<file path="src/design/wfm_pkg.sv">
// Shared constants and helpers for the wake frame match block
package wfm_pkg;

  // Register offsets on the serial register port
  localparam logic [6:0] WFM_ADDR_MASK_UPPER = 7'h27;
  localparam logic [6:0] WFM_ADDR_MASK_UPPER_MID = 7'h28;
  localparam logic [6:0] WFM_ADDR_MASK_LOWER_MID = 7'h29;
  localparam logic [6:0] WFM_ADDR_MASK_LOWER = 7'h2a;
  localparam logic [6:0] WFM_ADDR_LENGTH_CODE = 7'h2b;
  localparam logic [6:0] WFM_ADDR_PAYLOAD7 = 7'h2c;
  localparam logic [6:0] WFM_ADDR_PAYLOAD6 = 7'h2d;
  localparam logic [6:0] WFM_ADDR_PAYLOAD5 = 7'h2e;
  localparam logic [6:0] WFM_ADDR_PAYLOAD4 = 7'h2f;

  // Reset value of every register in this block
  localparam logic [7:0] WFM_RESET_VALUE = 8'h00;

  // Lowest mask register: identifier mask bits 4..0 live in bits 6:2
  localparam int WFM_MASK_LOWER_LSB = 2;
  localparam int WFM_MASK_LOWER_MSB = 6;
  localparam logic [7:0] WFM_MASK_LOWER_KEEP = 8'h7c;

  // Length code register: only the low nibble exists
  localparam logic [7:0] WFM_LENGTH_CODE_KEEP = 8'h0f;

  // Standard identifiers sit on identifier bits 28 down to 18
  localparam logic [28:0] WFM_STD_ID_WINDOW = 29'h1ffc0000;
  localparam logic [28:0] WFM_EXT_ID_WINDOW = 29'h1fffffff;

  // Length codes of this value and above all mean eight bytes
  localparam logic [3:0] WFM_MAX_PAYLOAD = 4'h8;

  // First payload byte index held by this block
  localparam int WFM_FIRST_HELD_BYTE = 4;

  // Payload length in bytes for a four-bit length code
  function automatic logic [3:0] wfm_payload_len(input logic [3:0] code);
    wfm_payload_len = (code > WFM_MAX_PAYLOAD) ? WFM_MAX_PAYLOAD : code;
  endfunction

endpackage

</file>
<file path="src/design/wfm_frame_compare.sv">
// Combinational compare of one received frame against the wake configuration
`timescale 1ns/1ns
module wfm_frame_compare
  import wfm_pkg::*;
(
  input wire logic [28:0] cfg_id_mask,
  input wire logic [28:0] cfg_id_value,
  input wire logic cfg_id_ext,
  input wire logic [3:0] cfg_length_code,
  input wire logic [31:0] cfg_payload_hi,
  input wire logic [28:0] rx_id,
  input wire logic rx_id_ext,
  input wire logic [3:0] rx_length_code,
  input wire logic [31:0] rx_payload_hi,
  input wire logic rx_low_bytes_match,
  output logic id_ok,
  output logic length_ok,
  output logic payload_ok,
  output logic match
);

  // Mask narrowed to the identifier window of the configured format
  logic [28:0] eff_mask;
  // Number of payload bytes the received length code announces
  logic [3:0] rx_len;

  // Identifier: only bits with a mask of one are compared
  always_comb begin
    eff_mask = cfg_id_mask & (cfg_id_ext ? WFM_EXT_ID_WINDOW : WFM_STD_ID_WINDOW);
    id_ok = (((rx_id ^ cfg_id_value) & eff_mask) == 29'h0) && (rx_id_ext == cfg_id_ext);
  end

  // Length code must agree bit for bit, not merely in meaning
  always_comb begin
    length_ok = (rx_length_code == cfg_length_code);
  end

  // Bytes 7..4: byte k counts only if the length reaches past it
  always_comb begin
    rx_len = wfm_payload_len(rx_length_code);
    payload_ok = 1'b1;
    for (int k = 0; k < 4; k++) begin
      if (rx_len > 4'(WFM_FIRST_HELD_BYTE + k)) begin
        if (rx_payload_hi[8*k +: 8] != cfg_payload_hi[8*k +: 8]) begin
          payload_ok = 1'b0;
        end
      end
    end
  end

  // All parts together, lower bytes judged outside this block
  always_comb begin
    match = id_ok && length_ok && payload_ok && rx_low_bytes_match;
  end

endmodule

</file>
<file path="src/design/wfm_core.sv">
// Wake frame match registers, valid flag and frame compare
// Notes on behaviour
// - Mask one compares identifier bit, zero ignores
// - Mask bits packed 28..21,20..13,12..5, 4..0 at 6:2
// - Unused mask and length bits read zero
// - Codes zero to seven literal, above mean eight
// - Length code must match bit for bit
// - Payload bytes 7..4 full registers at 0x2c-0x2f
// - Power-on or soft reset clears all registers
// - Restart keeps contents, forcing unused bits zero
// - Valid flag cleared on wake, reset, change
// - Standard format uses identifier bits 28..18
`timescale 1ns/1ns
module wfm_core
  import wfm_pkg::*;
(
  input wire logic clock,
  input wire logic resetn,
  input wire logic soft_reset,
  input wire logic restart,
  input wire logic [6:0] reg_addr,
  input wire logic [7:0] reg_wdata,
  input wire logic reg_wr,
  input wire logic reg_rd,
  input wire logic cfg_valid_set,
  input wire logic ext_config_changed,
  input wire logic [28:0] cfg_id_value,
  input wire logic cfg_id_ext,
  input wire logic rx_frame_valid,
  input wire logic [28:0] rx_id,
  input wire logic rx_id_ext,
  input wire logic [3:0] rx_length_code,
  input wire logic [7:0] rx_payload_byte_seven,
  input wire logic [7:0] rx_payload_byte_six,
  input wire logic [7:0] rx_payload_byte_five,
  input wire logic [7:0] rx_payload_byte_four,
  input wire logic rx_low_bytes_match,
  output logic [7:0] reg_rdata,
  output logic reg_hit,
  output logic wake_config_valid,
  output logic frame_match,
  output logic wake_detect
);

  // Identifier mask registers, upper to lower
  logic [7:0] wake_id_mask_upper;
  logic [7:0] wake_id_mask_upper_mid;
  logic [7:0] wake_id_mask_lower_mid;
  logic [7:0] wake_id_mask_lower;
  // Length code register, low nibble only
  logic [7:0] wake_frame_length_code;
  // Payload bytes 7..4
  logic [7:0] wake_payload_byte7;
  logic [7:0] wake_payload_byte6;
  logic [7:0] wake_payload_byte5;
  logic [7:0] wake_payload_byte4;

  // Write that lands on one of this block's registers
  logic config_write;
  // Compare results for the frame on the rx ports
  logic id_ok;
  logic length_ok;
  logic payload_ok;
  logic match;
  // Matching frame while the configuration is valid
  logic wake_hit;
  // Full identifier mask and held payload as flat vectors
  logic [28:0] id_mask_full;
  logic [31:0] cfg_payload_hi;
  logic [31:0] rx_payload_hi;

  // True when the address falls on a register of this block
  function automatic logic wfm_is_mapped(input logic [6:0] addr);
    wfm_is_mapped = (addr >= WFM_ADDR_MASK_UPPER) && (addr <= WFM_ADDR_PAYLOAD4);
  endfunction

  // Any write to this block counts as a configuration change
  assign config_write = reg_wr && wfm_is_mapped(reg_addr);

  // Flatten the four mask registers into identifier bit order
  assign id_mask_full = {wake_id_mask_upper, wake_id_mask_upper_mid, wake_id_mask_lower_mid,
    wake_id_mask_lower[WFM_MASK_LOWER_MSB:WFM_MASK_LOWER_LSB]};
  // Byte 4 in the low lane, byte 7 in the high lane
  assign cfg_payload_hi = {wake_payload_byte7, wake_payload_byte6, wake_payload_byte5,
    wake_payload_byte4};
  assign rx_payload_hi = {rx_payload_byte_seven, rx_payload_byte_six, rx_payload_byte_five,
    rx_payload_byte_four};

  // Frame compare, purely combinational
  wfm_frame_compare u_compare (
    .cfg_id_mask(id_mask_full),
    .cfg_id_value(cfg_id_value),
    .cfg_id_ext(cfg_id_ext),
    .cfg_length_code(wake_frame_length_code[3:0]),
    .cfg_payload_hi(cfg_payload_hi),
    .rx_id(rx_id),
    .rx_id_ext(rx_id_ext),
    .rx_length_code(rx_length_code),
    .rx_payload_hi(rx_payload_hi),
    .rx_low_bytes_match(rx_low_bytes_match),
    .id_ok(id_ok),
    .length_ok(length_ok),
    .payload_ok(payload_ok),
    .match(match)
  );

  // A wake only counts while the host has marked the setup valid
  assign wake_hit = rx_frame_valid && match && wake_config_valid;

  // Identifier mask registers
  always_ff @(posedge clock or negedge resetn) begin
    if (!resetn) begin
      wake_id_mask_upper <= WFM_RESET_VALUE;
      wake_id_mask_upper_mid <= WFM_RESET_VALUE;
      wake_id_mask_lower_mid <= WFM_RESET_VALUE;
      wake_id_mask_lower <= WFM_RESET_VALUE;
    end else if (soft_reset) begin
      // Soft reset behaves like power-on for this block
      wake_id_mask_upper <= WFM_RESET_VALUE;
      wake_id_mask_upper_mid <= WFM_RESET_VALUE;
      wake_id_mask_lower_mid <= WFM_RESET_VALUE;
      wake_id_mask_lower <= WFM_RESET_VALUE;
    end else if (restart) begin
      // Contents survive; unused bits are forced clear
      wake_id_mask_lower <= wake_id_mask_lower & WFM_MASK_LOWER_KEEP;
    end else if (reg_wr) begin
      if (reg_addr == WFM_ADDR_MASK_UPPER) begin
        wake_id_mask_upper <= reg_wdata;
      end else if (reg_addr == WFM_ADDR_MASK_UPPER_MID) begin
        wake_id_mask_upper_mid <= reg_wdata;
      end else if (reg_addr == WFM_ADDR_MASK_LOWER_MID) begin
        wake_id_mask_lower_mid <= reg_wdata;
      end else if (reg_addr == WFM_ADDR_MASK_LOWER) begin
        // Unused bits never get stored, so they cannot read back
        wake_id_mask_lower <= reg_wdata & WFM_MASK_LOWER_KEEP;
      end
    end
  end

  // Length code register
  always_ff @(posedge clock or negedge resetn) begin
    if (!resetn) begin
      wake_frame_length_code <= WFM_RESET_VALUE;
    end else if (soft_reset) begin
      wake_frame_length_code <= WFM_RESET_VALUE;
    end else if (restart) begin
      // Only the low nibble is kept across a restart
      wake_frame_length_code <= wake_frame_length_code & WFM_LENGTH_CODE_KEEP;
    end else if (reg_wr && (reg_addr == WFM_ADDR_LENGTH_CODE)) begin
      // Stored raw; codes above eight are not folded to eight
      wake_frame_length_code <= reg_wdata & WFM_LENGTH_CODE_KEEP;
    end
  end

  // Payload byte registers
  always_ff @(posedge clock or negedge resetn) begin
    if (!resetn) begin
      wake_payload_byte7 <= WFM_RESET_VALUE;
      wake_payload_byte6 <= WFM_RESET_VALUE;
      wake_payload_byte5 <= WFM_RESET_VALUE;
      wake_payload_byte4 <= WFM_RESET_VALUE;
    end else if (soft_reset) begin
      wake_payload_byte7 <= WFM_RESET_VALUE;
      wake_payload_byte6 <= WFM_RESET_VALUE;
      wake_payload_byte5 <= WFM_RESET_VALUE;
      wake_payload_byte4 <= WFM_RESET_VALUE;
    end else if (restart) begin
      // Payload is kept as is across a restart
      wake_payload_byte7 <= wake_payload_byte7;
    end else if (reg_wr) begin
      if (reg_addr == WFM_ADDR_PAYLOAD7) begin
        wake_payload_byte7 <= reg_wdata;
      end else if (reg_addr == WFM_ADDR_PAYLOAD6) begin
        wake_payload_byte6 <= reg_wdata;
      end else if (reg_addr == WFM_ADDR_PAYLOAD5) begin
        wake_payload_byte5 <= reg_wdata;
      end else if (reg_addr == WFM_ADDR_PAYLOAD4) begin
        wake_payload_byte4 <= reg_wdata;
      end
    end
  end

  // Read port: data one cycle after the read strobe
  always_ff @(posedge clock or negedge resetn) begin
    if (!resetn) begin
      reg_rdata <= WFM_RESET_VALUE;
      reg_hit <= 1'b0;
    end else if (reg_rd) begin
      reg_hit <= wfm_is_mapped(reg_addr);
      if (reg_addr == WFM_ADDR_MASK_UPPER) begin
        reg_rdata <= wake_id_mask_upper;
      end else if (reg_addr == WFM_ADDR_MASK_UPPER_MID) begin
        reg_rdata <= wake_id_mask_upper_mid;
      end else if (reg_addr == WFM_ADDR_MASK_LOWER_MID) begin
        reg_rdata <= wake_id_mask_lower_mid;
      end else if (reg_addr == WFM_ADDR_MASK_LOWER) begin
        reg_rdata <= wake_id_mask_lower & WFM_MASK_LOWER_KEEP;
      end else if (reg_addr == WFM_ADDR_LENGTH_CODE) begin
        reg_rdata <= wake_frame_length_code & WFM_LENGTH_CODE_KEEP;
      end else if (reg_addr == WFM_ADDR_PAYLOAD7) begin
        reg_rdata <= wake_payload_byte7;
      end else if (reg_addr == WFM_ADDR_PAYLOAD6) begin
        reg_rdata <= wake_payload_byte6;
      end else if (reg_addr == WFM_ADDR_PAYLOAD5) begin
        reg_rdata <= wake_payload_byte5;
      end else if (reg_addr == WFM_ADDR_PAYLOAD4) begin
        reg_rdata <= wake_payload_byte4;
      end else begin
        // Other addresses belong to neighbouring blocks
        reg_rdata <= WFM_RESET_VALUE;
      end
    end
  end

  // Configuration valid flag
  always_ff @(posedge clock or negedge resetn) begin
    if (!resetn) begin
      wake_config_valid <= 1'b0;
    end else if (soft_reset) begin
      wake_config_valid <= 1'b0;
    end else if (config_write || ext_config_changed || wake_hit) begin
      // Clear wins: a stale setup must never stay armed
      wake_config_valid <= 1'b0;
    end else if (cfg_valid_set) begin
      // Host marks the setup valid after writing it
      wake_config_valid <= 1'b1;
    end
  end

  // Registered match and wake pulses
  always_ff @(posedge clock or negedge resetn) begin
    if (!resetn) begin
      frame_match <= 1'b0;
      wake_detect <= 1'b0;
    end else begin
      frame_match <= rx_frame_valid && match;
      wake_detect <= wake_hit;
    end
  end
endmodule

</file>
<file path="config.mk">
export PLATFORM = sky130hd
export DESIGN_NAME = wfm_core
export DESIGN_NICKNAME = d
export VERILOG_FILES = /design/src/design/wfm_pkg.sv /design/src/design/wfm_frame_compare.sv /design/src/design/wfm_core.sv
export SDC_FILE = /design/constraint.sdc
export NUM_CORES = 1
export LEC_CHECK = 0
export ABC_AREA = 1
export BUFFER_PORTS_ARGS = -buffer_cell sky130_fd_sc_hd__buf_4
export CAP_MARGIN = 20
export CORE_MARGIN = 5
export CORE_UTILIZATION = 49
export CTS_CLUSTER_DIAMETER = 120
export DETAILED_ROUTE_END_ITERATION = 12
export GPL_TIMING_DRIVEN = 0
export PLACE_DENSITY = 0.8
export SETUP_SLACK_MARGIN = 0.4
export SLEW_MARGIN = 20
export SYNTH_ARGS = -nofsm -noshare
export SYNTH_HDL_FRONTEND = slang
export SYNTH_SLANG_ARGS = --single-unit
</file>
<file path="constraint.sdc">
create_clock -name clock -period 1.4 [get_ports clock]
set_clock_uncertainty 0.1 [all_clocks]
set_input_delay 0.28 -clock clock [delete_from_list [all_inputs] [get_ports clock]]
set_output_delay 0.28 -clock clock [all_outputs]
set_load 0.02 [all_outputs]
</file>
**Word-level counts from Yosys, hierarchy flattened**

Index checks and enable logic that the tools add are counted.

- Register bits: 77
- Bits of input ports: 121
- Output and inout port bits: 12
- Word-level logic and storage cells: 147

- $lt $le $gt $ge: 7
- Equal/unequal tests: 22
- Mux-type cells: 69
- Bitwise logic cells: 3
- Reductions and logical operators: 32

Operator list:

| operator | count |
|---|---|
| 2-to-1 mux 8 bit | 46 |
| == test 7 x 6 -> 1 bit, second input constant | 9 |
| bitwise AND 29 bit | 2 |
| 2-to-1 mux 7 bit | 7 |
| != test 8 bit | 4 |
| logical NOT 29 bit | 1 |
| bitwise XOR 29 bit | 1 |
| nonzero test 2 bit | 10 |
| 2-to-1 mux 18 bit | 1 |
| > comparator 4 x 3 -> 1 bit, second input constant | 4 |
| 2-to-1 mux 4 bit | 4 |
| != test 2 bit, second input constant | 7 |
| AND reduction 6 bit | 2 |
| 2-to-1 mux 1 bit | 11 |
| AND reduction 5 bit | 2 |
| logical AND 1 bit | 9 |
| AND reduction 4 bit | 2 |
| >= comparator 7 x 6 -> 1 bit, second input constant | 1 |
| <= comparator 7 x 6 -> 1 bit, second input constant | 1 |
| AND reduction 3 bit | 2 |
| == test 4 bit | 1 |
| > comparator 4 bit, second input constant | 1 |
| nonzero test 3 bit | 1 |
| logical OR 1 bit | 2 |
| 2 further kinds | 2 |

**Longest topological paths before layout**

Gate-level depths: netlist of run 1.

- Depth in word-level cells: 17
- Mapped depth: 14
- Mapped depth without buffers: 14

**By module**

Synthesis of run 1 repeated with hierarchy kept, for this count alone.

- Cell total of the unflattened synthesis: 744
- Area, all modules: 5077.4 µm²

By module, submodules not included:

| module | times used | cells each | area an instance (µm²) | sequential area each (µm²) |
|---|---|---|---|---|
| wfm_core | 1 | 442 | 3688.5 | 1926.8 |
| wfm_frame_compare | 1 | 302 | 1388.8 | 0.0 |

**Worst setup path before layout of run 1**

OpenSTA, ideal clock, no wires.

- Path type: input port to flip-flop
- Start: input reg_addr[6]
- End: register reg_rdata[2]
- Setup time: 0.117 ns
- Arrival time: 1.277 ns
- Required time: 1.183 ns
- Slack: -0.094 ns
- Stages: 10
- Buffers on the path: 1
- Cells stage by stage: inv_1 -> nand2_1 -> nor2_4 -> buf_6 -> nand2_2 -> or2_2 -> nand2_1 -> nand3b_1 -> nand2_1 -> nand2_1

- Cells in the longest elaborated chain, start to end: 10
- Elaborated cells between the ends (all ways): 18
- Those cells by class: eq/ne (9); mux (9)

Ends and longest elaborated chain:

| item | RTL line | RTL |
|---|---|---|
| from (decl) | wfm_core.sv:21 | `input wire logic [6:0] reg_addr,` |
| == test 7 x 6 -> 1 bit | wfm_core.sv:206 | `end else if (reg_addr == WFM_ADDR_PAYLOAD4) begin` |
| 2-to-1 mux 8 bit | wfm_core.sv:206 |  |
| 2-to-1 mux 8 bit | wfm_core.sv:204 | `end else if (reg_addr == WFM_ADDR_PAYLOAD5) begin` |
| 2-to-1 mux 8 bit | wfm_core.sv:202 | `end else if (reg_addr == WFM_ADDR_PAYLOAD6) begin` |
| 2-to-1 mux 8 bit | wfm_core.sv:200 | `end else if (reg_addr == WFM_ADDR_PAYLOAD7) begin` |
| 2-to-1 mux 8 bit | wfm_core.sv:198 | `end else if (reg_addr == WFM_ADDR_LENGTH_CODE) begin` |
| 2-to-1 mux 8 bit | wfm_core.sv:196 | `end else if (reg_addr == WFM_ADDR_MASK_LOWER) begin` |
| 2-to-1 mux 8 bit | wfm_core.sv:194 | `end else if (reg_addr == WFM_ADDR_MASK_LOWER_MID) begin` |
| 2-to-1 mux 8 bit | wfm_core.sv:192 | `end else if (reg_addr == WFM_ADDR_MASK_UPPER_MID) begin` |
| 2-to-1 mux 8 bit * | wfm_core.sv:190 | `if (reg_addr == WFM_ADDR_MASK_UPPER) begin` |
| to (signal assigned) | wfm_core.sv:191 | `reg_rdata <= wake_id_mask_upper;` |
| to (signal assigned) | wfm_core.sv:193 | `reg_rdata <= wake_id_mask_upper_mid;` |
| to (signal assigned) | wfm_core.sv:195 | `reg_rdata <= wake_id_mask_lower_mid;` |
| to (decl) | wfm_core.sv:38 | `output logic [7:0] reg_rdata,` |

Mark *: on every way between the ends. The rest lies on a longest branch, timed or not.
A chain may end at the register's enable or synchronous reset.

**Worst setup path in the final report of run 1**

- Start: register wake_payload_byte6[0]
- End: register wake_detect

- Cells in the longest elaborated chain, start to end: 9

Ends and longest elaborated chain:

| item | RTL line | RTL |
|---|---|---|
| from (decl) | wfm_core.sv:54 | `logic [7:0] wake_payload_byte6;` |
| from (signal assigned) | wfm_core.sv:174 | `wake_payload_byte6 <= reg_wdata;` |
| != test 8 bit * | wfm_frame_compare.sv:44 | `if (rx_payload_hi[8*k +: 8] != cfg_payload_hi[8*k +: 8]) begin` |
| 2-to-1 mux 1 bit * | wfm_frame_compare.sv:44 |  |
| 2-to-1 mux 1 bit * | wfm_frame_compare.sv:43 | `if (rx_len > 4'(WFM_FIRST_HELD_BYTE + k)) begin` |
| 2-to-1 mux 1 bit | wfm_frame_compare.sv:44 |  |
| 2-to-1 mux 1 bit * | wfm_frame_compare.sv:43 |  |
| logical AND 1 bit * (2 in series) | wfm_frame_compare.sv:53 | `match = id_ok && length_ok && payload_ok && rx_low_bytes_match;` |
| logical AND 1 bit * (2 in series) | wfm_core.sv:108 | `assign wake_hit = rx_frame_valid && match && wake_config_valid;` |
| named net wake_hit | wfm_core.sv:66 | `logic wake_hit;` |
| to (signal assigned) | wfm_core.sv:237 | `wake_detect <= wake_hit;` |
| to (decl) | wfm_core.sv:42 | `output logic wake_detect` |

Mark *: on every way through the listed nets, which the timed path passes. The rest lies on a longest branch.

==> results.py, run 1 <==
metrics = {
    "yosys": {
        "yosysWarnings": 0,
        "synth_flop_cell": "dfrtp_1",
        "syn-mean-instance-area_um2": 6.60,
        "synth_top_area_share_pct": 38.1,
        "synth_edf_count": 0,
        "synth_area_leaders": "dfrtp_1 (38%), nand2_1 (22%), inv_1 (8.4%), o21ai_0 (8.2%), nor2_1 (4.3%)",
        "ys_ff_latch": 77,
        "yosysUniqueCellTypes": 35,
        "synth.most_common_cell": "nand2_1",
        "synthesis.area_mm2": 0.00506,
        "synth-async-reset-ratio_pct": 100,
        "ys_seq_area_share_pct": 38.1,
        "yosys-top-cells-count": "nand2_1 (294), inv_1 (113), o21ai_0 (83), dfrtp_1 (77), nor2_1 (58)",
        "synth_top_area_cell": "dfrtp_1",
        "netlist_instances": 766,
        "syn_nets": 887,
    },
    "timing": {
        "worst_pin_slew_ns": 0.997,
        "fmax_ghz": 0.568,
        "period_share_pct": 126,
        "whs_ns": -0.0337,
        "slew_viol_final": 0,
        "setup_ws_ns": -0.360,
        "rsz0062_at_grt": "true",
        "post-route-min-period_ns": 1.76,
        "setup_viol": 48,
        "finalHoldViolations": 25,
        "max_slew_margin_pct": 33.5,
    },
    "floorplan": {
        "die_x_um": 112,
        "dieArea_mm2": 0.0125,
        "io_pins": 133,
        "rows": 37,
        "die_h_um": 112,
        "coreArea_mm2": 0.0102,
        "start_util_pct": 49.6,
    },
    "cells_and_area": {
        "stdcell_area_mm2": 0.00787,
        "drive_gt1_share_pct": 40.8,
        "n_antenna_cell": 0,
        "nets": 1091,
        "area_growth_pct": 55.7,
        "fillerInstances": 658,
    },
    "critical_path": {
        "crit_path_cell_trace": "xnor2_1 -> nand2_1 -> nor2_1 -> nand2_2 -> nor2_1 -> nand2_1 -> nand2_1 -> nand2_1 -> nor2_1 -> nand2_1 -> nor2_1",
        "max_stage_delay_ns": 0.46,
        "critPathArrivalTime_ns": 1.95,
        "slowest_stage": "dfrtp_1",
        "end_kind": "flip-flop",
        "timing.rr.start": "wake_payload_byte6[0]$_DFFE_PN0P_",
        "rr_endpoint": "wake_detect$_DFF_PN0_",
        "rrSetupSlack_ns": -0.36,
        "path_max_fanout": 3,
        "criticalPathCategory": "flip-flop to flip-flop",
        "required_ns": 1.59,
        "reg2reg_depth": 11,
        "worstSetupStartpointType": "flip-flop",
        "crit_top_cell": "nand2_1",
    },
    "detailed_routing": {
        "remaining_drc_errors": 0,
        "wl_per_cell_um": 18.2,
        "antenna_left": 0,
        "drt-total-wl_mm": 20.2,
        "drtIter0Drc": 607,
        "via_per_inst": 5.59,
        "via_count": 6215,
        "first_pass_iters": 8,
    },
    "clocking": {
        "cts_max_level": 3,
        "hold_buffers": 0,
        "clk_latency_ns": 0.37,
        "numClockSinks": 77,
        "numCtsBuffers": 9,
        "cts-root-buf": "clkbuf_8",
        "cts.path.max_buffers": 2,
        "clk_pin_slew_ns": 0.08,
        "tritoncts": "done",
    },
    "job": {
        "drv_cap": 0,
    },
    "grt": {
        "grt_pass1_vias": 5794,
        "track_usage_pct": 27.9,
        "grt_pass1_wl_mm": 27.9,
        "grt_overflow": 0,
        "antenna_found_initial": 0,
        "grt_max_degree": 78,
    },
    "placement": {
        "place.port_buffers": 130,
        "dpl.hpwl_mm": 11.4,
        "place_congestion": 0.950,
        "placed_cell_area_mm2": 0.00627,
    },
    "outcome": {
        "status": "complete, but fails checks",
        "failed_checks": "hold timing, setup timing",
    },
    "pwr": {
        "power_mw": 5.80,
        "p_leak_nw": 4.14,
        "peakVddDrop_mv": 0.639,
        "powerDensity_mw_per_mm2": 737,
    },
    "hold_path": {
        "hold_path_class": "input pin to asynchronous set/reset pin",
    },
}
-- cells in the final DEF (no fill, tap or decap), drive strengths merged, types with 11 or more instances in the layout --
cell type	n
inv	118
nand2	302
xnor2	16
buf	200
nand3	38
dfrtp	77
clkbuf	11
a21oi	16
o21ai	96
nor2	64
-- critical path: cells and delay by family (launching register included) --
| family | cells | cell delay [ns] |
|---|---|---|
| simple gates | 10 | 0.94 |
| flops | 1 | 0.46 |
| xor+xnor | 1 | 0.19 |
-- cell families after synthesis --
| family | after synthesis | synth area share [%] |
|---|---|---|
| AOI/OAI and AO/OA | 121 | 13.9 |
| DFF | 77 | 38.1 |
| and+or+nand+nor | 421 | 34.5 |
| buffers and inverters | 130 | 10.6 |
| xor gates and xnor gates | 17 | 2.94 |
-- how the worst max path moves through the flow --
stage | depth (start not counted) | slack (ns) | endpoint | start
5_1_grt | 10 | -0.45 | wake_config_valid$_DFFE_PN0P_ | wake_payload_byte6[0]$_DFFE_PN0P_
4_1_cts | 10 | -0.25 | wake_config_valid$_DFFE_PN0P_ | wake_payload_byte4[3]$_DFFE_PN0P_
3_5_place_dp | 15 | -0.48 | reg_rdata[5]$_DFFE_PN0P_ | reg_addr[6]
6_report | 11 | -0.36 | wake_detect$_DFF_PN0_ | wake_payload_byte6[0]$_DFFE_PN0P_
2_1_floorplan | 11 | -0.03 | wake_id_mask_upper[6]$_DFFE_PN0P_ | reg_addr[6]
3_3_place_gp | 15 | -0.45 | reg_rdata[5]$_DFFE_PN0P_ | reg_addr[6]
-- power by group --
group	internal [mW]	switching (mW)	total (mW)
Clock	0.821	0.882	1.70
Sequential	2.37	0.180	2.55
Combinational	0.699	0.847	1.55
-- area by class of cell --
type                            instances  area, um2  area share [%]
Clock inverter                          6       63.8           0.811
Sequential cell                        77       1930            24.5
Buffer                                  9        103            1.30
Timing Repair Buffer                  192       1660            21.1
Clock buffer                           10        128            1.62
Multi-Input combinational cell        560       3290            41.8
Inverter                              121        531            6.74
Tap cell                              136        170            2.16
-- through the flow --
step	TNS (ns)	setup WS [ns]	instances	hold slack (ns)	utilization [%]
after detailed placement	-25.57	-0.478	1032	0.368	61.5
final	-3.65	-0.360	1111	-0.0337	77.3
after CTS	-0.668	-0.246	1094	0.0158	72.5
after global routing	-6.06	-0.451	1111	0.0556	77.3
after floorplan	-0.473	-0.0332	766	-0.116	-
after global placement	-24.36	-0.452	1032	0.365	61.5
-- layer usage --
layer  up-vias  GRT usage, %  routed length [um]
met3       152          7.23                1850
li1       2798             -                   -
met5         -             0                   0
met2       428          48.7                9930
met4         0          14.0                1650
met1      2837          31.5                6790
-- repair_timing --
item,CTS,global route
pin swaps,46,40
resized for setup,196,97
gates cloned,7,0
setup endpoints to repair,88,89
buffers inserted,39,17
-- sequential cells by signal, indices dropped and copies added, names as in the netlist --
register / flops
wake_id_mask_lower: 5
wake_detect: 1
wake_payload_byte4: 8
wake_id_mask_upper_mid: 8
wake_payload_byte7: 8
wake_config_valid: 1
reg_rdata: 8
wake_id_mask_lower_mid: 8
reg_hit: 1
wake_payload_byte5: 8
wake_frame_length_code: 4
wake_id_mask_upper: 8
frame_match: 1
wake_payload_byte6: 8
No activity file was read; power rests on OpenSTA's default activity.
==> inputs of run 2 (changes only) <==
--- a/config.mk
+++ b/config.mk
@@ -8,12 +8,14 @@
 export ABC_AREA = 1
 export BUFFER_PORTS_ARGS = -buffer_cell sky130_fd_sc_hd__buf_4
 export CAP_MARGIN = 20
+export CELL_PAD_IN_SITES_DETAIL_PLACEMENT = 1
+export CELL_PAD_IN_SITES_GLOBAL_PLACEMENT = 1
 export CORE_MARGIN = 5
-export CORE_UTILIZATION = 49
+export CORE_UTILIZATION = 33
 export CTS_CLUSTER_DIAMETER = 120
 export DETAILED_ROUTE_END_ITERATION = 12
 export GPL_TIMING_DRIVEN = 0
-export PLACE_DENSITY = 0.8
+export PLACE_DENSITY = 0.78
 export SETUP_SLACK_MARGIN = 0.4
 export SLEW_MARGIN = 20
 export SYNTH_ARGS = -nofsm -noshare
==> results.py, run 2 (synthesis results as in run 1) <==
metrics = {
    "pwr": {
        "power_mw": 6.44,
        "p_leak_nw": 4.16,
        "powerDensity_mw_per_mm2": 795,
        "peakVddDrop_mv": 0.643,
    },
    "floorplan": {
        "dieArea_mm2": 0.0179,
        "die_x_um": 134,
        "io_pins": 133,
        "coreArea_mm2": 0.0151,
        "start_util_pct": 33.5,
        "rows": 45,
        "die_h_um": 134,
    },
    "timing": {
        "max_slew_margin_pct": 48.4,
        "rsz0062_at_grt": "true",
        "slew_viol_final": 0,
        "period_share_pct": 129,
        "whs_ns": -0.119,
        "setup_viol": 28,
        "worst_pin_slew_ns": 0.774,
        "post-route-min-period_ns": 1.81,
        "setup_ws_ns": -0.407,
        "fmax_ghz": 0.553,
        "finalHoldViolations": 77,
    },
    "critical_path": {
        "timing.rr.start": "wake_payload_byte6[5]$_DFFE_PN0P_",
        "critPathArrivalTime_ns": 1.98,
        "cp_num_buf_inv": 1,
        "cpLargestDelayFamily": "simple AND/OR/NAND/NOR gates",
        "end_kind": "flip-flop",
        "crit_top_cell": "nand2_1",
        "path_max_fanout": 3,
        "criticalPathCategory": "flip-flop to flip-flop",
        "required_ns": 1.58,
        "crit_path_cell_trace": "inv_2 -> nand2_1 -> nand2_1 -> nand2_1 -> nor2_1 -> nand2_2 -> nor2_1 -> nand2_1 -> nand2_1 -> nand2_1 -> nor2_1 -> nand2_1 -> nor2_1",
        "worstSetupStartpointType": "flip-flop",
        "slowest_stage": "dfrtp_1",
        "crit_path_start": "wake_payload_byte6[5]$_DFFE_PN0P_",
        "max_stage_delay_ns": 0.41,
    },
    "detailed_routing": {
        "via_per_inst": 5.10,
        "antenna_left": 0,
        "via_count": 5928,
        "drtIter0Drc": 359,
        "wl_per_cell_um": 19.8,
        "drt-total-wl_mm": 23.1,
        "remaining_drc_errors": 0,
        "first_pass_iters": 5,
    },
    "outcome": {
        "status": "complete, but fails checks",
        "failed_checks": "hold timing, setup timing",
    },
    "placement": {
        "dpl.hpwl_mm": 13.9,
        "place.port_buffers": 130,
        "place_congestion": 0.870,
        "dpl.cell_count": 1084,
    },
    "clocking": {
        "tritoncts": "done",
        "cts-root-buf": "clkbuf_16",
        "hold_buffers": 0,
        "clk_pin_slew_ns": 0.06,
        "cts.path.max_buffers": 2,
        "cts_max_level": 3,
        "clk_latency_ns": 0.35,
        "numCtsBuffers": 9,
        "numClockSinks": 77,
    },
    "cells_and_area": {
        "final_cell_mix": "nand2_1 (225), buf_4 (145), inv_1 (100)",
        "drive_gt1_share_pct": 40.6,
        "nets": 1092,
        "n_antenna_cell": 0,
        "layout_commonest_cell": "nand2_1",
        "fin_cells": 1163,
        "fillerInstances": 1829,
        "area_growth_pct": 60.2,
        "post-route-util_pct": 53.7,
    },
    "grt": {
        "grtUsageMet3_pct": 3.94,
        "antenna_found_initial": 0,
        "grt_max_degree": 78,
        "grt_pass1_vias": 6058,
        "grt.busiest_layer": "met2",
        "grt.met1_usage_pct": 26.4,
        "use_met2_pct": 43.0,
        "grt_overflow": 0,
        "track_usage_pct": 22.9,
        "grt_pass1_wl_mm": 32.1,
    },
    "job": {
        "drv_cap": 0,
    },
    "hold_path": {
        "hold_path_class": "input pin to asynchronous set/reset pin",
    },
}
-- run 2: cell count changes in the layout (fill, tap and decap cells not counted), moves of 3 or more --
cell / delta
buf_12: +4
buf_6: -4
clkbuf_16: +9
clkbuf_8: -6
inv_1: -3
nand2_2: -3
nand2_8: +3
nor2_1: -3
nor2_2: +3
o21ai_0: +4
o21ai_1: +5
o21ai_2: -9
-- run 2: power breakdown --
group          internal (mW)  switching [mW]  total, mW
sequential              2.38           0.181       2.56
clock                   1.34           0.934       2.27
combinational          0.725           0.882       1.61
-- run 2: cell type report --
class	count	area [um2]	share of cell area (%)
multi-input combinational	560	3310	40.8
buffer	9	101	1.25
clock inverter	1	5.00	0.0618
timing repair buffer	193	1720	21.2
tap	188	235	2.90
clock buffer	14	274	3.38
sequential	77	1930	23.8
inverter	121	533	6.58
-- run 2: metal layers --
layer  share of wire [%]  up-vias  routed length (um)
met5                   0        -                   0
met4                 4.1        0                 937
met3                 4.3       68                 996
met2                  53      200               12300
met1                  38     2866                8830
li1                    -     2794                   -
-- run 2: final timing paths --
check	end	slack (ns)	cells past startpoint
hold reg to reg	wake_id_mask_upper_mid[4]$_DFFE_PN0P_	0.39	2
setup / recovery	wake_detect$_DFF_PN0_	-0.41	13
min in group clock	wake_config_valid$_DFFE_PN0P_	0.09	4
max in group asynchronous	wake_payload_byte4[0]$_DFFE_PN0P_	0.74	1
setup reg to reg	wake_detect$_DFF_PN0_	-0.41	13
hold / removal	wake_id_mask_lower_mid[4]$_DFFE_PN0P_	-0.12	1
-- run 2: repair_timing --
action / 4_1_cts / 5_1_grt
cloned: 5 / 0
endpoints found under the hold margin: 0 / 77
pin swaps: 46 / 45
endpoints found under the setup margin: 89 / 89
resized for setup: 200 / 96
buffers inserted: 44 / 15
-- run 2: per-stage QoR --
stage	instance area (um2)	TNS, ns	worst slack, ns	hold slack, ns
after global placement	6330	-28.08	-0.523	0.365
after global routing	8100	-4.34	-0.490	-0.0616
after detailed placement	6330	-29.37	-0.538	0.367
final	8100	-2.48	-0.407	-0.119
after CTS	7630	-0.674	-0.211	0.0659
after floorplan	5120	-0.473	-0.0332	-0.116
